`src/bpg_defines.svh`:
```
`ifndef BPG_DEFINES_SVH
`define BPG_DEFINES_SVH
// ==========================================
// register offsets
`define BPG_ADDR_PERIOD 4'h0
`define BPG_ADDR_DUTYW 4'h1
`define BPG_ADDR_CTRL 4'h2
`define BPG_ADDR_DUTYB 4'h3
`define BPG_ADDR_DBAND 4'h4
`define BPG_ADDR_TCTRL 4'h5
`define BPG_ADDR_COUNT 4'h6
`define BPG_ADDR_STAT 4'h7
`define BPG_ADDR_DIR 4'h8
// ==========================================
// reset values and fields
`define BPG_PERIOD_RST 8'hff
`define BPG_TICK_DIV 2'h3
`define BPG_PWM_MODE 2'h3
`define BPG_DB_BITS 7
`endif

```
`src/bpg_pkg.sv`:
```
package bpg_pkg;
   typedef enum logic [1:0] {
      BPG_SINGLE = 2'h0,
      BPG_FWD = 2'h1,
      BPG_HALF = 2'h2,
      BPG_REV = 2'h3
   } bpg_mode_type;
   typedef struct packed {
      logic a;
      logic b;
      logic c;
      logic d;
   } bpg_pins_type;
   typedef enum logic [2:0] {
      BPG_IDLE = 3'b001,
      BPG_ARM = 3'b010,
      BPG_RUN = 3'b100
   } bpg_state_type;
endpackage : bpg_pkg

```
`src/bpg_top.sv`:
```
// Implementation choices: the placing of the registers and the strobed register port.
`timescale 1ns/1ps
`include "bpg_defines.svh"
module bpg_top (
   // clock and reset
   input wire logic mclk,
   input wire logic arst_n,
   // register port
   input wire logic [3:0] reg_addr,
   input wire logic [7:0] reg_wdata,
   input wire logic reg_wr,
   input wire logic reg_rd,
   output logic [7:0] reg_rdata,
   // power control
   input wire logic sleep,
   // pins
   output bpg_pkg::bpg_pins_type pin_out,
   output bpg_pkg::bpg_pins_type pin_oe
);
   // ==========================================
   // registers
   logic [7:0] period_register_r;
   logic [7:0] duty_write_register_r;
   logic [7:0] module_control_r;
   logic [7:0] duty_buffer_r;
   logic [1:0] duty_low_latch_r;
   logic [7:0] deadband_control_r;
   logic [7:0] tctrl_r;
   logic [7:0] timer_count_r;
   logic [3:0] pin_direction_r;
   logic timer_match_flag_r;
   logic [3:0] presc_r;
   logic [1:0] tick_cnt_r;
   logic match_pend_r;
   logic pwm_r;
   logic db_a_r;
   logic db_b_r;
   logic [8:0] db_age_r;
   logic [8:0] db_age;
   logic [8:0] db_len;
   logic step;
   logic [9:0] tb_next;
   logic pwm_d_r;
   bpg_pkg::bpg_state_type state_r;
   bpg_pkg::bpg_pins_type pin_out_r;
   logic [7:0] rdata_r;
   logic timer_run;
   logic [1:0] prescale_select;
   logic pwm_on;
   logic ctrl_zero;
   logic tick;
   logic rollover;
   logic [9:0] time_base;
   logic [9:0] duty_act;
   logic [1:0] low_bits;
   bpg_pkg::bpg_mode_type bridge_mode_select;
   logic run;
   assign timer_run = tctrl_r[2];
   assign prescale_select = tctrl_r[1:0];
   assign pwm_on = (module_control_r[3:2] == `BPG_PWM_MODE);
   assign ctrl_zero = (module_control_r == 8'h00);
   assign bridge_mode_select = bpg_pkg::bpg_mode_type'(module_control_r[7:6]);
   assign run = timer_run && !sleep && pwm_on;
   // ==========================================
   // clock divider: four clocks per prescaler count
   always_ff @(posedge mclk or negedge arst_n) begin
      if (!arst_n) begin
         tick_cnt_r <= 2'h0;
      end else if (run) begin
         tick_cnt_r <= tick_cnt_r + 2'h1;
      end
   end
   // prescaler 1, 4, 16; postscaler not used
   always_ff @(posedge mclk or negedge arst_n) begin
      if (!arst_n) begin
         presc_r <= 4'h0;
      end else if (run && tick_cnt_r == `BPG_TICK_DIV) begin
         presc_r <= presc_r + 4'h1;
      end
   end
   always_comb begin
      tick = 1'b0;
      low_bits = 2'h0;
      if (run && tick_cnt_r == `BPG_TICK_DIV) begin
         unique case (prescale_select)
            2'h0: tick = 1'b1;
            2'h1: tick = (presc_r[1:0] == 2'h3);
            default: tick = (presc_r == 4'hf);
         endcase
      end
      unique case (prescale_select)
         2'h0: low_bits = tick_cnt_r;
         2'h1: low_bits = presc_r[1:0];
         default: low_bits = presc_r[3:2];
      endcase
   end
   assign time_base = {timer_count_r, low_bits};
   assign duty_act = {duty_buffer_r, duty_low_latch_r};
   assign rollover = tick && match_pend_r;
   assign tb_next = time_base + 10'h001;
   // time base advances at the end of this cycle
   always_comb begin
      step = 1'b0;
      unique case (prescale_select)
         2'h0: step = run;
         2'h1: step = run && (tick_cnt_r == `BPG_TICK_DIV);
         default: step = run && (tick_cnt_r == `BPG_TICK_DIV) && (presc_r[1:0] == 2'h3);
      endcase
   end
   // ==========================================
   // timer and period match
   always_ff @(posedge mclk or negedge arst_n) begin
      if (!arst_n) begin
         timer_count_r <= 8'h00;
         match_pend_r <= 1'b0;
      end else if (reg_wr && reg_addr == `BPG_ADDR_COUNT) begin
         timer_count_r <= reg_wdata;
         match_pend_r <= 1'b0;
      end else if (tick) begin
         if (match_pend_r) begin
            timer_count_r <= 8'h00;
         end else begin
            timer_count_r <= timer_count_r + 8'h01;
         end
         match_pend_r <= 1'b0;
      end else if (run && timer_count_r == period_register_r) begin
         match_pend_r <= 1'b1;
      end
   end
   always_ff @(posedge mclk or negedge arst_n) begin
      if (!arst_n) begin
         timer_match_flag_r <= 1'b0;
      end else if (rollover) begin
         timer_match_flag_r <= 1'b1;
      end else if (reg_wr && reg_addr == `BPG_ADDR_STAT && reg_wdata[0]) begin
         timer_match_flag_r <= 1'b0;
      end
   end
   // duty double buffer
   always_ff @(posedge mclk or negedge arst_n) begin
      if (!arst_n) begin
         duty_buffer_r <= 8'h00;
         duty_low_latch_r <= 2'h0;
      end else if (rollover) begin
         duty_buffer_r <= duty_write_register_r;
         duty_low_latch_r <= module_control_r[5:4];
      end else if (reg_wr && reg_addr == `BPG_ADDR_DUTYB && !pwm_on) begin
         duty_buffer_r <= reg_wdata;
      end
   end
   // ==========================================
   // enable sequencing
   always_ff @(posedge mclk or negedge arst_n) begin
      if (!arst_n) begin
         state_r <= bpg_pkg::BPG_IDLE;
      end else if (!pwm_on) begin
         state_r <= bpg_pkg::BPG_IDLE;
      end else begin
         unique case (state_r)
            bpg_pkg::BPG_IDLE: state_r <= bpg_pkg::BPG_ARM;
            bpg_pkg::BPG_ARM: if (rollover) state_r <= bpg_pkg::BPG_RUN;
            bpg_pkg::BPG_RUN: state_r <= bpg_pkg::BPG_RUN;
            default: state_r <= bpg_pkg::BPG_IDLE;
         endcase
      end
   end
   // pwm waveform
   always_ff @(posedge mclk or negedge arst_n) begin
      if (!arst_n) begin
         pwm_r <= 1'b0;
      end else if (state_r != bpg_pkg::BPG_RUN && !(state_r == bpg_pkg::BPG_ARM && rollover)) begin
         pwm_r <= 1'b0;
      end else if (rollover) begin
         pwm_r <= ({duty_write_register_r, module_control_r[5:4]} != 10'h000);
      end else if (step && tb_next == duty_act) begin
         pwm_r <= 1'b0;
      end
   end
   // ==========================================
   // dead band: delay rising edges of both half-bridge phases
   always_comb begin
      db_age = db_age_r;
      if (pwm_r != pwm_d_r) begin
         db_age = 9'h000;
      end
   end
   assign db_len = {deadband_control_r[6:0], 2'h0};
   always_ff @(posedge mclk or negedge arst_n) begin
      if (!arst_n) begin
         pwm_d_r <= 1'b0;
         db_age_r <= 9'h000;
         db_a_r <= 1'b0;
         db_b_r <= 1'b0;
      end else if (!sleep) begin
         pwm_d_r <= pwm_r;
         if (db_age == 9'h1ff) begin
            db_age_r <= db_age;
         end else begin
            db_age_r <= db_age + 9'h001;
         end
         db_a_r <= pwm_r && (db_age >= db_len);
         db_b_r <= !pwm_r && (db_age >= db_len);
      end
   end
   // ==========================================
   // output steering and polarity
   always_ff @(posedge mclk or negedge arst_n) begin
      if (!arst_n) begin
         pin_out_r <= '0;
      end else if (!sleep) begin
         unique case (bridge_mode_select)
            bpg_pkg::BPG_SINGLE: pin_out_r <= '{pwm_r, 1'b0, 1'b0, 1'b0};
            bpg_pkg::BPG_HALF: pin_out_r <= '{db_a_r, db_b_r, 1'b0, 1'b0};
            bpg_pkg::BPG_FWD: pin_out_r <= '{1'b1, 1'b0, 1'b0, pwm_r};
            bpg_pkg::BPG_REV: pin_out_r <= '{1'b0, pwm_r, 1'b1, 1'b0};
         endcase
      end
   end
   // bits 1 and 0 invert pairs A/C and B/D
   assign pin_out = '{pin_out_r.a ^ module_control_r[1], pin_out_r.b ^ module_control_r[0],
                      pin_out_r.c ^ module_control_r[1], pin_out_r.d ^ module_control_r[0]};
   // drive only pins used by the mode and enabled by direction bits
   always_comb begin
      pin_oe = '0;
      if (!ctrl_zero && pwm_on) begin
         unique case (bridge_mode_select)
            bpg_pkg::BPG_SINGLE: pin_oe = '{~pin_direction_r[3], 1'b0, 1'b0, 1'b0};
            bpg_pkg::BPG_HALF: pin_oe = '{~pin_direction_r[3], ~pin_direction_r[2], 1'b0, 1'b0};
            default: pin_oe = bpg_pkg::bpg_pins_type'(~pin_direction_r);
         endcase
      end
   end
   // ==========================================
   // register writes
   always_ff @(posedge mclk or negedge arst_n) begin
      if (!arst_n) begin
         period_register_r <= `BPG_PERIOD_RST;
         duty_write_register_r <= 8'h00;
         module_control_r <= 8'h00;
         deadband_control_r <= 8'h00;
         tctrl_r <= 8'h00;
         pin_direction_r <= 4'hf;
      end else if (reg_wr) begin
         unique case (reg_addr)
            `BPG_ADDR_PERIOD: period_register_r <= reg_wdata;
            `BPG_ADDR_DUTYW: duty_write_register_r <= reg_wdata;
            `BPG_ADDR_CTRL: module_control_r <= reg_wdata;
            `BPG_ADDR_DBAND: deadband_control_r <= reg_wdata;
            `BPG_ADDR_TCTRL: tctrl_r <= {5'h00, reg_wdata[2:0]};
            `BPG_ADDR_DIR: pin_direction_r <= reg_wdata[3:0];
            default: ;
         endcase
      end
   end
   // register reads, one cycle later
   always_ff @(posedge mclk or negedge arst_n) begin
      if (!arst_n) begin
         rdata_r <= 8'h00;
      end else if (reg_rd) begin
         unique case (reg_addr)
            `BPG_ADDR_PERIOD: rdata_r <= period_register_r;
            `BPG_ADDR_DUTYW: rdata_r <= duty_write_register_r;
            `BPG_ADDR_CTRL: rdata_r <= module_control_r;
            `BPG_ADDR_DUTYB: rdata_r <= duty_buffer_r;
            `BPG_ADDR_DBAND: rdata_r <= deadband_control_r;
            `BPG_ADDR_TCTRL: rdata_r <= tctrl_r;
            `BPG_ADDR_COUNT: rdata_r <= timer_count_r;
            `BPG_ADDR_STAT: rdata_r <= {7'h00, timer_match_flag_r};
            `BPG_ADDR_DIR: rdata_r <= {4'h0, pin_direction_r};
            default: rdata_r <= 8'h00;
         endcase
      end else begin
         rdata_r <= 8'h00;
      end
   end
   assign reg_rdata = rdata_r;
endmodule : bpg_top

```
`config.mk`:
```
export PLATFORM = sky130hd
export DESIGN_NAME = bpg_top
export DESIGN_NICKNAME = d
export VERILOG_FILES = /design/src/bpg_pkg.sv /design/src/bpg_top.sv
export VERILOG_INCLUDE_DIRS = /design/src
export SDC_FILE = /design/constraint.sdc
export NUM_CORES = 1
export LEC_CHECK = 0
export BUFFER_PORTS_ARGS = -buffer_cell sky130_fd_sc_hd__buf_2
export CAP_MARGIN = 10
export CORE_UTILIZATION = 60
export DETAILED_ROUTE_END_ITERATION = 8
export HOLD_SLACK_MARGIN = 0.12
export PLACE_DENSITY = 0.89
export SYNTH_ARGS = -nofsm -noshare
export SYNTH_HDL_FRONTEND = slang
export SYNTH_SLANG_ARGS = --single-unit
```
`constraint.sdc`:
```
create_clock -name mclk -period 6.46 [get_ports mclk]
set_input_delay 0.323 -clock mclk [delete_from_list [all_inputs] [get_ports mclk]]
set_output_delay 0.323 -clock mclk [all_outputs]
set_load 0.02 [all_outputs]
```
# Yosys cells after proc, flatten, opt, wreduce, memory -nomap -nowiden
# Cells that the tools add are included.
[totals]
input_bits = 17
output_inout_bits = 16
regBits = 93
[classes]
eq_ne = 25
order_cmp = 1
mux = 27
reduce_logical = 38
add_sub_neg = 5
n_bitwise = 7
[op_table]
columns = ["op", "n"]
rows = [
  ["$pmux W8 S9", 1],
  ["$mux W8", 6],
  ["$mux W9", 2],
  ["$logic_and A1 B1 Y1", 17],
  ["$eq A4 B3 Y1 const B", 4],
  ["$pmux W4 S4", 1],
  ["$reduce_and A2 Y1", 6],
  ["$add A10 B1 Y10 const B", 1],
  ["$eq A10 B10 Y1", 1],
  ["$eq A2 B2 Y1 const B", 5],
  ["$reduce_bool A10 Y1", 1],
  ["$add A9 B1 Y9 const B", 1],
  ["$eq A9 B9 Y1 const B", 1],
  ["$ge A9 B9 Y1", 1],
  ["$mux W1", 9],
  ["$pmux W3 S3", 1],
  ["$add A8 B1 Y8 const B", 1],
  ["$eq A4 B2 Y1 const B", 2],
  ["$eq A4 B4 Y1 const B", 2],
  ["$eq A8 B8 Y1", 1],
  ["$logic_not A8 Y1", 1],
  ["$pmux W4 S2", 1],
  ["$mux W3", 2],
  ["$ne A3 B3 Y1 const B", 2],
  ["other kinds (19)", 33],
]

# Depth between registers and ports, before layout
# Gate-level depths: netlist (run 1).
[depth]
ltp_word = 10
ltp_mapped = 10
depth_no_buf = 9

# Worst setup path after synthesis (run 1)
# No wires, ideal clock.
[synth_timing]
path_type = "register to register"
from = "register pwm_r"
to = "register db_b_r"
path_slack_ps = 3971
path_stages_with_launch = 11
period_less_slack_ps = 2489
t_arrival_ps = 2369
cell_sequence = "dfrtp_1 xnor2_1 clkbuf_1 nand2_1 ha_1 a21bo_2 a21o_1 a21o_1 a2111oi_0 o21ai_0 and3_1"
[synth_via]
elab_chain_len = 4
[synth_rtl]
columns = ["item", "line_no", "rtl"]
rows = [
  ["from (decl)", "bpg_top.sv:35", "logic pwm_r;"],
  ["from (signal assigned)", "bpg_top.sv:174", "pwm_r <= ({duty_write_register_r, module_control_r[5:4]} != 10'h000);"],
  ["$ne A1 B1 Y1", "bpg_top.sv:183", "if (pwm_r != pwm_d_r) begin"],
  ["$mux W9", "bpg_top.sv:183", ""],
  ["$ge A9 B9 Y1", "bpg_top.sv:202", "db_b_r <= !pwm_r && (db_age >= db_len);"],
  ["$logic_and A1 B1 Y1 (*)", "bpg_top.sv:202", ""],
  ["to (signal assigned)", "bpg_top.sv:202", ""],
  ["to (decl)", "bpg_top.sv:37", "logic db_b_r;"],
]
# Mark *: on every way between the ends. The rest lies on a longest branch, timed or not.
# A chain may end at the register's enable or synchronous reset.

# Worst setup path after layout (run 1)
[layout_timing]
from = "register pwm_r"
to = "register db_a_r"
[layout_via]
elab_chain_len = 4
[layout_rtl]
columns = ["item", "line_no", "rtl"]
rows = [
  ["$ne A1 B1 Y1", "bpg_top.sv:183", ""],
  ["$mux W9", "bpg_top.sv:183", ""],
  ["$ge A9 B9 Y1", "bpg_top.sv:201", "db_a_r <= pwm_r && (db_age >= db_len);"],
  ["$logic_and A1 B1 Y1 (*)", "bpg_top.sv:201", ""],
  ["to (signal assigned)", "bpg_top.sv:201", ""],
  ["to (decl)", "bpg_top.sv:36", "logic db_a_r;"],
]
# Marked as above.

==> results of run 1 <==
-- area by class of cell --
| class | instances | area, um2 | share of cell area, % |
|---|---|---|---|
| clock inverter | 5 | 65.1 | 1.16 |
| timing repair buffer | 36 | 195 | 3.47 |
| sequential | 93 | 2340 | 41.7 |
| inverter | 13 | 48.8 | 0.868 |
| clock buffer | 11 | 151 | 2.69 |
| multi-input combinational | 393 | 2690 | 47.8 |
| tap | 105 | 131 | 2.34 |
-- stage by stage --
step	power, uW	instances	cell area [um2]
after floorplan	1150	528	5230
after detailed placement	1290	639	5400
after global routing	1800	656	5620
after global placement	1260	639	5400
final	1710	656	5620
after CTS	1710	656	5620
-- sequential cells by signal, indices dropped and copies added (netlist names), 3 cells and up --
register               count
pin_out_r                  4
timer_count_r              8
state_r                    3
pin_direction_r            4
duty_write_register_r      8
reg_rdata                  8
period_register_r          8
tctrl_r                    3
deadband_control_r         8
presc_r                    4
module_control_r           8
db_age_r                   9
duty_buffer_r              8
-- routing by layer --
layer | wire (um) | global-route usage [%]
met2 | 5840 | 48.3
met1 | 5350 | 42.6
met5 | 0 | 0
met4 | 531 | 16.7
met3 | 952 | 5.42
-- how the worst min path moves through the flow --
stage,from,cells past startpoint,to
global placement,arst_n,1,presc_r[2]
detailed placement,arst_n,1,presc_r[2]
global route,reg_rd,2,reg_rdata[5]
finish,reg_rd,2,reg_rdata[5]
CTS,reg_rd,2,reg_rdata[5]
floorplan,arst_n,0,db_a_r
-- synthesized netlist by cell type, types with 2 or more instances --
cell type  number  share of area, %
a221oi_1        2              0.34
mux2_2         49                11
nor2_1         35               2.5
nand2b_1        4              0.48
dfstp_2        13               6.5
nor4_1          5              0.60
nor3_1         13               1.2
a22o_1          3              0.50
and2_1          7              0.84
a21oi_1        27               2.6
a31oi_1         5              0.60
a22oi_1        12               1.7
buf_6           3              0.65
nand2_1        67               4.8
ha_1           13               3.1
inv_1          13              0.93
buf_2           5              0.48
xnor2_1         8               1.3
and3_1          6              0.72
a222oi_1        3              0.57
dfrtp_1        80                38
o21a_1          3              0.43
xor2_1         25               4.2
or3_1           3              0.36
or2_2           2              0.24
nand4_1         5              0.60
o21ai_0        26               2.5
nand3_1        23               2.2
nor2b_1         5              0.60
a21o_1          3              0.43
buf_1           3              0.22
clkbuf_1       17               1.2
mux2i_1         7               1.3
mux4_2          2              0.86
a21bo_2         2              0.38
a2bb2oi_1       4              0.67
o31ai_1         2              0.29
nand4b_1        2              0.34
-- worst max-delay path, delay by kind of cell, from the launching register on --
kind	cells	cell delay (ns)
AO/OA/AOI/OAI	6	1.28
XOR/XNOR	1	0.68
adder cells (fa/ha/maj)	1	0.32
flip-flops	1	0.46
AND/OR/NAND/NOR	1	0.13
-- power by group through the flow --
| stage | Combinational (uW) | Clock, uW | Sequential, uW |
|---|---|---|---|
| global route | 498 | 444 | 856 |
| floorplan | 354 | 0 | 791 |
| finish | 445 | 418 | 844 |
| detailed placement | 439 | 0 | 849 |
| global placement | 417 | 0 | 842 |
| CTS | 444 | 425 | 838 |
-- cells by family (layout without fill, tap and decap cells) --
group                    after synthesis  in the layout  synth area share [%]
AND/OR/NAND/NOR                      185            185                  17.0
AO/OA/AOI/OAI                        104            104                  13.0
flip-flops                            93             93                  44.8
multiplexers                          58             58                  12.8
buffers and inverters                 42             65                  3.76
XOR/XNOR                              33             33                  5.53
adder cells (fa/ha/maj)               13             13                  3.11
==> results.ini, run 1 <==
[global_routing]
grt_pass1_vias=4131
grt_max_degree=48
grt_antenna_before_repair=0
grt_pass1_wl_mm=21.1
overflow=0
grt_usage_pct=31.4

[floorplan]
fp-row-count=33
ios=33
dieArea_mm2=0.00909
core_area_mm2=0.00834
fp.dieW_um=95.3
die_h_um=95.3
initial_utilization_pct=62.7

[pwr]
power.share.combinational_pct=26.1
power_frac_seq_pct=49.4
pwr_density_cell_mw_per_mm2=303
vdd_ir_drop_max_mv=0.213
leakage_uw=0.00253
p_sw_share_pct=34.1
p_int_uw=1120
p_sw_uw=582
p_clk_share_pct=24.5

[clock_network]
post_cts_buffers=0
cts_max_level=3
clock_tree.root_cell=clkbuf_8
insertion_delay_ns=0.38
cts_tree=done
cts_hold_buf=1
clkSlewWorstSetupHoldPaths_ns=0.10
numClockSinks=93
clockBufferDepth=2
numCtsBuffers=9
cts_resized=0

[setup_path]
reg2reg_to=db_a_r
crit_type=reg2reg
crit_required_ns=6.72
worst_path_most_repeated_cell=a21o_1
cp_max_fo=14
worstReg2RegStart=pwm_r
reg2regPathDepth=9
crit_chain=xnor2_1, nand2_1, ha_1, a21bo_2, a21o_1, a21o_1, a2111oi_0, o21ai_0, a21boi_0
arrival_ns=3.24
critPathLaunchType=flop
endpoint=db_a_r
slowest_delay_ns=0.68
cpMaxStageDelayCell=xnor2_1
end_kind=flop
crit_path_start=pwm_r
r2r_slack_ns=3.48

[sta]
fin_tns_setup_ns=0
slew_headroom_pct=45.2
whs_ns=0.229
setup_violations=0
worst_slew_pin_slew_ns=0.817
skew_ns=0.0154
min_period_ns=2.98
finalCritPeriodShare_pct=46.1
final-hold-violation-count=0
rsz0062_at_grt=false
max_freq_mhz=336
setup_slack_ns=3.48
final_max_slew_viol_count=0

[detailed_routing]
initialDrtViolationCount=456
vias=4191
ant_nets=0
routed_wirelength_mm=12.7
drcViolationCount=0
routed_via_density=6.39
wl_per_cell_um=19.3
dr.pass1.iters=6

[logic_synthesis]
syn_inst=528
synthArstFlopShare_pct=100
synth-seq-area-share_pct=44.8
synth_enable_flop_cells=0
synthFlopType=dfrtp_1
syn_area_per_cell_um2=9.90
synth_cell_types=59
ys_ff_latch=93
synth_area_mm2=0.00523
syn_nets=558
yosysWarnings=0

[layout]
fin_nets=576
syn2layout_area_growth_pct=7.56
utilization_pct=67.4
drive_gt1_share_pct=22.1
final_common_cell=dfrtp_1
final_cell_mix=dfrtp_1 (80), nand2_1 (67), mux2_2 (49), nor2_1 (35), buf_2 (31)
antenna_cells=0
fill_cells=648

[placement]
io_buffer_count=32
post-dp-hpwl_mm=9.05
preCtsSetupSlack_ns=3.55
routabilityCongestion=0.972

[worst_hold_path]
min_path_type=in2reg

[status]
status=completed

[run]
drv_cap=0

(Power assumes the default switching activity.)
==> inputs of run 2 (changes only) <==
--- a/config.mk
+++ b/config.mk
@@ -8,10 +8,10 @@
 export LEC_CHECK = 0
 export BUFFER_PORTS_ARGS = -buffer_cell sky130_fd_sc_hd__buf_2
 export CAP_MARGIN = 10
-export CORE_UTILIZATION = 60
+export CORE_UTILIZATION = 55
 export DETAILED_ROUTE_END_ITERATION = 8
 export HOLD_SLACK_MARGIN = 0.12
-export PLACE_DENSITY = 0.89
+export PLACE_DENSITY = 0.86
 export SYNTH_ARGS = -nofsm -noshare
 export SYNTH_HDL_FRONTEND = slang
 export SYNTH_SLANG_ARGS = --single-unit
==> constraint.sdc (replaced) <==
create_clock -name mclk -period 2.47 [get_ports mclk]
set_input_delay 0.1235 -clock mclk [delete_from_list [all_inputs] [get_ports mclk]]
set_output_delay 0.1235 -clock mclk [all_outputs]
set_load 0.02 [all_outputs]
==> run 2 against run 1 <==
Final cell count up 7.5%. Die area up 8.9%. Worst setup slack worse by 3.4 ns. Highest routed layer unchanged. Largest cell class unchanged.
==> results.ini, run 2 (synthesis gave the netlist of run 1 again) <==
[global_routing]
grt_pass1_wl_mm=21.8
grt_antenna_before_repair=0
grt_usage_pct=28.9
grt_max_degree=49
overflow=0
grt_pass1_vias=4334

[layout]
utilization_pct=64.0
seqCellArea_mm2=0.00234
regMostFlops=db_age_r
syn2layout_area_growth_pct=13.1
antenna_cells=0
postLayoutCellArea_mm2=0.00591
fin_nets=601
final_common_cell=dfrtp_1
final_cell_mix=dfrtp_1 (80), nand2_1 (67), mux2_2 (49), nor2_1 (35), buf_2 (31)
multi_input_area_mm2=0.00272
largest_register_ffs=9
fill_cells=734
drive_gt1_share_pct=24.7

[clock_network]
clock_tree.root_cell=clkbuf_8
insertion_delay_ns=0.38
numClockSinks=93
numCtsBuffers=9
clkSlewWorstSetupHoldPaths_ns=0.09
cts_tree=done
cts_max_level=3
clockBufferDepth=2

[detailed_routing]
drcViolationCount=0
wl_per_cell_um=19.3
routed_via_density=6.22
top_layer=met4
initialDrtViolationCount=536
met3_length_mm=1.01
dr.pass1.iters=5
vias=4383
wl_met2_mm=6.66
ant_nets=0
met1_length_mm=5.48
routed_wirelength_mm=13.6

[floorplan]
initial_utilization_pct=56.6
fp.dieW_um=99.5
fp-row-count=35
die_h_um=99.5
ios=33
core_area_mm2=0.00924
dieArea_mm2=0.00990

[setup_path]
reg2regPathDepth=10
crit_required_ns=2.74
reg2reg_to=db_b_r
critPathLaunchType=flop
slowest_delay_ns=0.41
end_kind=flop
worst_path_most_repeated_cell=a21o_1
cpMaxStageDelayCell=dfrtp_1
arrival_ns=2.63
r2r_slack_ns=0.12
crit_type=reg2reg
crit_chain=xnor2_1, buf_4, nand2_1, ha_1, a21bo_2, a21o_1, a21o_1, a2111oi_4, o21ai_1, and3_1
cp_max_fo=6
worstReg2RegStart=pwm_d_r

[placement]
routabilityCongestion=0.918
io_buffer_count=32
place_area_mm2=0.00554
preCtsSetupSlack_ns=0.0633
post-dp-hpwl_mm=9.70

[worst_hold_path]
min_path_type=in2reg
hold_depth=3
hold_start=reg_wdata[0]
worst_hold_path.endpoint=timer_count_r[0]

[sta]
final_max_slew_viol_count=0
setup_violations=0
skew_ns=0.00670
slew_headroom_pct=57.3
finalCritPeriodShare_pct=95.2
max_freq_mhz=425
worst_slew_pin_slew_ns=0.640
whs_ns=0.153
setup_slack_ns=0.119
min_period_ns=2.35
final-hold-violation-count=0

[status]
status=completed

[pwr]
vdd_ir_drop_max_mv=0.548
total_power_uw=4660
pwr_density_cell_mw_per_mm2=788
leakage_uw=0.00266

[run]
drv_cap=0

## run 2: cell types whose count changed in the layout (fill, tap and decap cells not counted), moves of 2 or more
cell | before | now
o21ai_0 | 26 | 24
buf_4 | 4 | 20
dlygate4sd3_1 | 1 | 9
o21ai_1 | 0 | 2
clkinv_4 | 2 | 0
## run 2: where the power goes
part	total (uW)	internal [uW]	switching (uW)	leakage, uW
logic	1270	628	646	0.00141
clock network	1180	606	571	0.000115
registers	2210	1840	367	0.00114
## run 2: per-layer routing
metal	GRT usage [%]	up-vias
met5	0	-
met4	13.5	0
met3	4.71	47
met2	47.2	217
met1	38.0	2158
li1	-	1961
## run 2: repair_timing
| item | 4_1_cts | 5_1_grt |
|---|---|---|
| endpoints found under the hold margin | 67 | 0 |
| setup buffers | 0 | 4 |
| resized for setup | 1 | 6 |
| pin swaps | 0 | 1 |
| setup endpoints to repair | 1 | 3 |
| hold buffers | 9 | 0 |
## run 2: worst max-delay path, delay by kind of cell, from the launching register on
kind	cells	cell delay, ns
compound gates	5	1.00
flops	1	0.41
fa+ha+maj	1	0.28
simple gates	2	0.22
xor+xnor	1	0.17
buf+inv	1	0.16
## run 2: final cells by class
type	instances	share of cell area, %
Multi-Input combinational cell	393	45.9
Sequential cell	93	39.6
Timing Repair Buffer	61	7.02
Tap cell	129	2.73
Clock buffer	10	2.33
Clock inverter	6	1.57
Inverter	13	0.825
## run 2: worst max path at each step
stage,start,to,slack (ns),cells after the start
2_1_floorplan,pwm_r,db_b_r,0.03,10
3_3_place_gp,pwm_d_r,db_b_r,0.08,10
3_5_place_dp,pwm_d_r,db_b_r,0.06,10
4_1_cts,pwm_d_r,db_b_r,0.008,10
5_1_grt,pwm_d_r,db_b_r,-0.008,10
6_report,pwm_d_r,db_b_r,0.12,10
## run 2: through the flow
stage / instances / TNS [ns]
2_1_floorplan: 528 / 0
3_3_place_gp: 676 / 0
3_5_place_dp: 676 / 0
4_1_cts: 701 / 0
5_1_grt: 705 / -0.00774
6_report: 705 / 0
